--- config.mk ---
export PLATFORM = sky130hd
export DESIGN_NAME = eirq_top
export DESIGN_NICKNAME = d
export VERILOG_FILES = /design/src/rtl/eirq_pkg.sv /design/src/rtl/eirq_top.sv
export SDC_FILE = /design/constraint.sdc
export NUM_CORES = 1
export LEC_CHECK = 0
export BUFFER_PORTS_ARGS = -buffer_cell sky130_fd_sc_hd__buf_4
export CORE_UTILIZATION = 40
export DETAILED_ROUTE_END_ITERATION = 6
export PLACE_DENSITY_LB_ADDON = 0.1
export REMOVE_ABC_BUFFERS = 1
export SYNTH_ARGS = -nofsm -noshare
export SYNTH_HDL_FRONTEND = slang
export SYNTH_SLANG_ARGS = --single-unit
--- constraint.sdc ---
create_clock -name mclk -period 1.94 [get_ports mclk]
set_input_delay 0 -clock mclk [delete_from_list [all_inputs] [get_ports mclk]]
set_output_delay 0 -clock mclk [all_outputs]
set_load 0.1 [all_outputs]
--- src/rtl/eirq_pkg.sv ---
// What this block does
// - Two-bit mode with polarity picks trigger; 00 off, 11 both edges.
// - Mode 01 detects low level, or high level when polarity is inverted.
// - Mode 10 detects falling edge, or rising edge when polarity is inverted.
// - Source flag sets whenever the selected trigger condition is met.
// - Flag and enable both one raise hold release and the channel request.
// - Channel 2 request targets vector 8018H.
// - Channel 3 request targets vector 801CH.
// - Channel 4 request targets vector 8020H.
// - Channel 5 request targets vector 8024H.
// - Channel 6 request targets vector 8034H.
// - Channel 7 request targets vector 8038H.
// - Odd channel uses bits 7:6 mode, bit 5 flag, bit 4 enable.
// - Even channel uses bits 3:2 mode, bit 1 flag, bit 0 enable.
// - One 8-bit read-write register per pair: 2/3, 4/5, 6/7.
// - Channel polarity comes from the port setting, pin passed straight or inverted.
// - Hold release moves standby to halt; accepted interrupt returns to run.
//
// Constants, types and shared decode for the external interrupt detector, channels 2 to 7.
// Assumes an 8-bit register port on the system clock.
package eirq_pkg;

  localparam int CH_N  = 6;
  localparam int REG_N = 3;

  // ----------------------------------------------------------------
  // Register map
  // ----------------------------------------------------------------
  localparam logic [15:0] ADDR_PAIR_2_3   = 16'h7fd9;
  localparam logic [15:0] ADDR_PAIR_4_5   = 16'h7fda;
  localparam logic [15:0] ADDR_PAIR_6_7   = 16'h7fdb;
  localparam logic [15:0] ADDR_EVT_STATUS = 16'h7fdc;
  localparam logic [15:0] ADDR_EVT_MASK   = 16'h7fdd;

  localparam logic [7:0] CTRL_RESET = 8'h00;
  localparam logic [5:0] EVT_RESET  = 6'h00;

  // ----------------------------------------------------------------
  // Field layout within a pair register
  // ----------------------------------------------------------------
  localparam int ODD_NIB_LSB  = 4;
  localparam int EVEN_NIB_LSB = 0;
  localparam int MODE_LSB     = 2;
  localparam int FLAG_BIT     = 1;
  localparam int EN_BIT       = 0;

  localparam logic [1:0] MODE_OFF   = 2'h0;
  localparam logic [1:0] MODE_LEVEL = 2'h1;
  localparam logic [1:0] MODE_EDGE  = 2'h2;
  localparam logic [1:0] MODE_BOTH  = 2'h3;

  // ----------------------------------------------------------------
  // Vector addresses
  // ----------------------------------------------------------------
  localparam logic [15:0] VEC_CH2  = 16'h8018;
  localparam logic [15:0] VEC_CH3  = 16'h801c;
  localparam logic [15:0] VEC_CH4  = 16'h8020;
  localparam logic [15:0] VEC_CH5  = 16'h8024;
  localparam logic [15:0] VEC_CH6  = 16'h8034;
  localparam logic [15:0] VEC_CH7  = 16'h8038;
  localparam logic [15:0] VEC_NONE = 16'h0000;

  typedef enum logic [1:0] {PS_RUN, PS_STANDBY, PS_HALT} eirq_pstate_type;

  typedef struct packed {
    logic [15:0] addr;
    logic [7:0]  wdata;
    logic        wr;
    logic        rd;
  } eirq_bus_req_type;

  typedef struct packed {
    logic [CH_N-1:0]             sync1;
    logic [CH_N-1:0]             sync2;
    logic [CH_N-1:0]             prev;
    logic [REG_N-1:0][7:0]       ctrl;
    logic [CH_N-1:0]             evt_status;
    logic [CH_N-1:0]             evt_mask;
    logic [7:0]                  rdata;
    logic [15:0]                 vector;
    eirq_pstate_type             pstate;
  } eirq_state_type;

  localparam eirq_state_type STATE_RESET = '{
    sync1      : 6'h00,
    sync2      : 6'h00,
    prev       : 6'h00,
    ctrl       : {REG_N{CTRL_RESET}},
    evt_status : EVT_RESET,
    evt_mask   : EVT_RESET,
    rdata      : 8'h00,
    vector     : VEC_NONE,
    pstate     : PS_RUN
  };

  // Channel index 0 is channel 2, so even index means even channel
  function automatic int eirq_ch_lsb(input int c);
    return (c % 2 == 1) ? ODD_NIB_LSB : EVEN_NIB_LSB;
  endfunction

  function automatic logic [15:0] eirq_vector(input int c);
    case (c)
      0:       return VEC_CH2;
      1:       return VEC_CH3;
      2:       return VEC_CH4;
      3:       return VEC_CH5;
      4:       return VEC_CH6;
      5:       return VEC_CH7;
      default: return VEC_NONE;
    endcase
  endfunction

endpackage

--- src/rtl/eirq_top.sv ---
// External interrupt detector for channels 2 to 7 with pair control registers.
// Assumes pins are asynchronous, polarity and CPU handshakes are on mclk.
`timescale 1ns/10ps
module eirq_top
  import eirq_pkg::*;
(
  input  wire logic             mclk,
  input  wire logic             reset,
  input  wire eirq_bus_req_type bus,
  output logic [7:0]            rdata,
  input  wire logic [CH_N-1:0]  ext_irq_pin,
  input  wire logic [CH_N-1:0]  pin_invert,
  input  wire logic             standby_enter,
  input  wire logic             irq_accept,
  output logic [CH_N-1:0]       irq_request,
  output logic                  hold_release,
  output logic [15:0]           vector_addr,
  output logic                  vector_valid,
  output eirq_pstate_type       cpu_state,
  output logic                  irq
);

  eirq_state_type       st_q;
  eirq_state_type       st_d;
  logic [REG_N-1:0]     wr_sel;
  logic [REG_N-1:0]     rd_sel;
  logic [CH_N-1:0]      trig;

  // ----------------------------------------------------------------
  // Field access
  // ----------------------------------------------------------------
  function automatic logic [1:0] ch_mode(input logic [REG_N-1:0][7:0] r, input int c);
    return r[c/2][eirq_ch_lsb(c)+MODE_LSB +: 2];
  endfunction

  function automatic logic ch_flag(input logic [REG_N-1:0][7:0] r, input int c);
    return r[c/2][eirq_ch_lsb(c)+FLAG_BIT];
  endfunction

  function automatic logic ch_en(input logic [REG_N-1:0][7:0] r, input int c);
    return r[c/2][eirq_ch_lsb(c)+EN_BIT];
  endfunction

  function automatic logic [REG_N-1:0] ctrl_sel(input logic [15:0] a);
    logic [REG_N-1:0] s;
    s = '0;
    if (a == ADDR_PAIR_2_3) s[0] = 1'b1;
    if (a == ADDR_PAIR_4_5) s[1] = 1'b1;
    if (a == ADDR_PAIR_6_7) s[2] = 1'b1;
    return s;
  endfunction

  assign wr_sel = bus.wr ? ctrl_sel(bus.addr) : '0;
  assign rd_sel = bus.rd ? ctrl_sel(bus.addr) : '0;

  // ----------------------------------------------------------------
  // Trigger detection
  // ----------------------------------------------------------------
  always_comb begin
    logic eff;
    logic peff;
    eff  = 1'b0;
    peff = 1'b0;
    trig = '0;
    for (int c = 0; c < CH_N; c++) begin
      // Polarity applied to both samples, so a polarity change makes no edge
      eff  = st_q.sync2[c] ^ pin_invert[c];
      peff = st_q.prev[c] ^ pin_invert[c];
      unique case (ch_mode(st_q.ctrl, c))
        MODE_OFF:   trig[c] = 1'b0;
        MODE_LEVEL: trig[c] = ~eff;
        MODE_EDGE:  trig[c] = peff & ~eff;
        MODE_BOTH:  trig[c] = st_q.prev[c] ^ st_q.sync2[c];
      endcase
    end
  end

  // ----------------------------------------------------------------
  // Next state
  // ----------------------------------------------------------------
  always_comb begin
    logic found;
    found = 1'b0;
    st_d  = st_q;

    st_d.sync1 = ext_irq_pin;
    st_d.sync2 = st_q.sync1;
    st_d.prev  = st_q.sync2;
    st_d.rdata = 8'h00;

    // Register writes
    for (int i = 0; i < REG_N; i++) begin
      if (wr_sel[i]) begin
        st_d.ctrl[i] = bus.wdata;
      end
    end
    if (bus.wr && bus.addr == ADDR_EVT_MASK) begin
      st_d.evt_mask = bus.wdata[CH_N-1:0];
    end

    // Register reads, status clears on read
    if (bus.rd) begin
      for (int i = 0; i < REG_N; i++) begin
        if (rd_sel[i]) begin
          st_d.rdata = st_q.ctrl[i];
        end
      end
      if (bus.addr == ADDR_EVT_STATUS) begin
        st_d.rdata      = {2'h0, st_q.evt_status};
        st_d.evt_status = EVT_RESET;
      end
      if (bus.addr == ADDR_EVT_MASK) begin
        st_d.rdata = {2'h0, st_q.evt_mask};
      end
    end

    // Hardware set overrides any same-cycle clear
    for (int c = 0; c < CH_N; c++) begin
      if (trig[c]) begin
        st_d.ctrl[c/2][eirq_ch_lsb(c)+FLAG_BIT] = 1'b1;
        st_d.evt_status[c]                      = 1'b1;
      end
    end

    // Lowest pending channel wins the vector
    st_d.vector = VEC_NONE;
    for (int c = 0; c < CH_N; c++) begin
      if (!found && ch_flag(st_d.ctrl, c) && ch_en(st_d.ctrl, c)) begin
        st_d.vector = eirq_vector(c);
        found       = 1'b1;
      end
    end

    // Power state
    unique case (st_q.pstate)
      PS_RUN: begin
        if (standby_enter) st_d.pstate = PS_STANDBY;
      end
      PS_STANDBY: begin
        if (hold_release) st_d.pstate = PS_HALT;
      end
      PS_HALT: begin
        if (irq_accept) st_d.pstate = PS_RUN;
      end
      default: st_d.pstate = PS_RUN;
    endcase
  end

  always_ff @(posedge mclk or posedge reset) begin
    if (reset) begin
      st_q <= STATE_RESET;
    end else begin
      st_q <= st_d;
    end
  end

  // ----------------------------------------------------------------
  // Outputs
  // ----------------------------------------------------------------
  genvar g;
  generate
    for (g = 0; g < CH_N; g++) begin : g_req
      assign irq_request[g] = ch_flag(st_q.ctrl, g) & ch_en(st_q.ctrl, g);
    end
  endgenerate

  assign hold_release = |irq_request;
  assign vector_valid = |irq_request;
  assign vector_addr  = st_q.vector;
  assign rdata        = st_q.rdata;
  assign cpu_state    = st_q.pstate;
  assign irq          = |(st_q.evt_status & st_q.evt_mask);

  generate
    for (g = 0; g < CH_N; g++) begin : g_ast

    end

    for (g = 0; g < REG_N; g++) begin : g_ast_reg

    end
  endgenerate
endmodule

==> impl_metrics.py <==
metrics = {
    "synth": {
        "yosysMostFrequentCell": "dfrtp_1",
        "synth_cell_types": 54,
        "netlist_area_um2": 3480,
        "yosys.area.top_type": "dfrtp_1",
        "synthArstFlopShare_pct": 100,
        "synth-seq-cells": 69,
        "synth_commonest_cells": "dfrtp_1, nand2_1, buf_4",
        "yosys-top-cells-area": "dfrtp_1, mux2_2, buf_4",
        "synth_ff_type": "dfrtp_1",
        "yosysWarnings": 0,
        "synth-seq-area-share_pct": 49.6,
        "synth.top_cell.area_share_pct": 49.6,
        "synthCells": 323,
        "postSynthAreaPerCell_um2": 10.8,
        "synth-edff-count": 0,
    },
    "detailed_routing": {
        "vias_per_cell": 5.32,
        "wl_per_cell_um": 16.4,
        "ant_nets": 0,
        "vias": 2858,
        "drt_iter0_drc": 180,
        "dr.pass1.iters": 4,
        "postRouteWirelength_um": 8780,
        "remaining_drc_errors": 0,
    },
    "clocking": {
        "clkTransAtPathRegs_ns": 0.08,
        "insertion_delay_ns": 0.35,
        "root_buffer": "clkbuf_8",
        "cts_buffer_depth": 2,
        "clock_sinks": 69,
        "cts_tree": "yes",
        "cts_htree_levels": 3,
        "cts_buffers": 9,
    },
    "placed_design": {
        "post-place-ws_ns": -0.0803,
        "hpwl_um": 6330,
        "routabilityCongestion": 0.868,
        "port_buffers": 65,
        "place_area_um2": 4060,
    },
    "global_route": {
        "grt_first_pass_wirelength_um": 13800,
        "grt_max_degree": 31,
        "grt_overflow_total": 0,
        "grt_antenna_before_repair": 0,
        "grt_usage_pct": 20.5,
        "grt_pass1_vias": 2774,
    },
    "power": {
        "powerDensity_nw_per_um2": 651,
        "p_clk_share_pct": 39.8,
        "p_comb_share_pct": 11.4,
        "p_int_w": 0.00221,
        "switching_share_pct": 27.1,
        "switchingPower_w": 0.000823,
        "p_seq_share_pct": 48.8,
        "cellLeakagePower_nw": 2.26,
        "vdd_drop_max_uv": 552,
    },
    "floorplanning": {
        "io_pins": 77,
        "core_um2": 8300,
        "die_area_um2": 9080,
        "start_util_pct": 41.9,
        "die_w_um": 95.3,
        "rows": 33,
        "die_h_um": 95.3,
    },
    "timing": {
        "fin_skew_ns": 0.0123,
        "fmax_mhz": 530,
        "tns_ns": 0,
        "min_period_over_period_pct": 97.2,
        "hold_violations": 0,
        "timing.final.ws_setup_ns": 0.0548,
        "rsz0062_at_grt": "yes",
        "finalCriticalPeriod_ns": 1.89,
        "setup_violations": 0,
        "finalMaxSlewViolations": 0,
    },
    "layout": {
        "seq_area_um2": 1730,
        "syn_to_final_growth_pct": 34.0,
        "drive_above_1_share_pct": 38.2,
        "multiInputGateArea_um2": 1600,
        "utilization_pct": 56.2,
        "final_area_um2": 4660,
        "antenna_cells": 0,
        "fillers": 751,
        "nNetsFinal": 469,
    },
    "status": {
        "outcome": "complete, no violations",
    },
    "setup_path": {
        "required_ns": 1.94,
        "critPathArrivalTime_ns": 1.89,
        "r2r_setup_slack_ns": 0.08,
        "endpoint_kind": "output pin",
        "crit_fanout": 3,
        "setup.worst_path.class": "register to output pin",
        "worstSetupStartpointType": "register",
    },
    "hold_path": {
        "min_path_type": "input port to register",
    },
    "flow_run": {
        "maxCapViolCount": 0,
    },
}
cell families after synthesis:
kind of cell	count (synthesis)	synth area share (%)
xor+xnor	10	2.52
other cells	1	0.108
buf+inv	46	8.09
simple gates	100	16.0
flops	69	49.6
compound gates	69	14.8
mux	28	8.92
timing repair:
item,CTS,global route
buffers inserted,8,6
resized for setup,15,16
hold buffers,18,0
setup endpoints to repair,6,7
endpoints found under the hold margin,55,0
pin swaps,7,9
flip-flops by register name (all words and copies together) (netlist names):
signal / cells
cpu_state: 2
rdata: 8
st_d: 12
st_q: 42
vector_addr: 5
stage by stage:
step	total power (W)	hold slack, ns	cells
after floorplan	0.00170	0.0314	300
after global placement	0.00182	0.0526	489
after detailed placement	0.00182	0.0595	489
after CTS	0.00307	0.0505	531
after global routing	0.00316	0.119	537
final	0.00303	0.0655	537
worst max-delay path, cell delays in order (launching register included):
cell,delay (ns)
dfrtp_1,0.39
and2_4,0.17
or2_4,0.24
or4_4,0.54
buf_12,0.19
worst paths after layout:
path,startpoint,endpoint,cells after the start
setup / recovery,st_q[55],vector_valid,4
hold / removal,bus[11],st_q[58],4
setup reg to reg,st_d[65],vector_addr[3],6
hold reg to reg,st_d[71],st_d[65],0
max in group asynchronous,reset,st_q[39],4
min in group asynchronous,reset,rdata[0],3
metal layers:
metal  vias to the layer above  wire length [µm]  part of all wire (%)  GRT usage (%)
met3                        14               494                   5.6           4.47
li1                       1344                 -                     -              -
met4                         0               142                   1.6           7.20
met2                        99              4070                    46           32.3
met5                         -                 0                     0              0
met1                      1401              4070                    46           27.7
placed cells by master (no fill, tap or decap), types with 5 or more instances in the layout:
master / count
clkbuf_8: 10
xor2_1: 6
nand3_1: 8
a22oi_1: 9
dlygate4sd3_1: 18
nand2_1: 31
o31ai_1: 7
nor2_1: 12
conb_1: 11
dfrtp_1: 67
a21oi_1: 6
buf_4: 95
mux2_2: 23
nand3b_1: 5
inv_1: 11
o21ai_0: 7
a21o_1: 7
power groups by stage:
stage	clock, W	sequential (W)	combinational (W)
2_1_floorplan	0	0.00153	0.000165
6_report	0.00121	0.00148	0.000345
3_3_place_gp	0	0.00151	0.000309
5_1_grt	0.00131	0.00148	0.000370
4_1_cts	0.00124	0.00148	0.000344
3_5_place_dp	0	0.00151	0.000312
layout make-up:
| class | instances | share of cell area, % |
|---|---|---|
| sequential | 69 | 37.1 |
| multi-input combinational | 218 | 34.3 |
| timing repair buffer | 116 | 20.4 |
| clock buffer | 11 | 3.03 |
| tap | 105 | 2.82 |
| clock inverter | 5 | 1.26 |
| inverter | 13 | 1.05 |
Power figures use the tool's default switching activity.
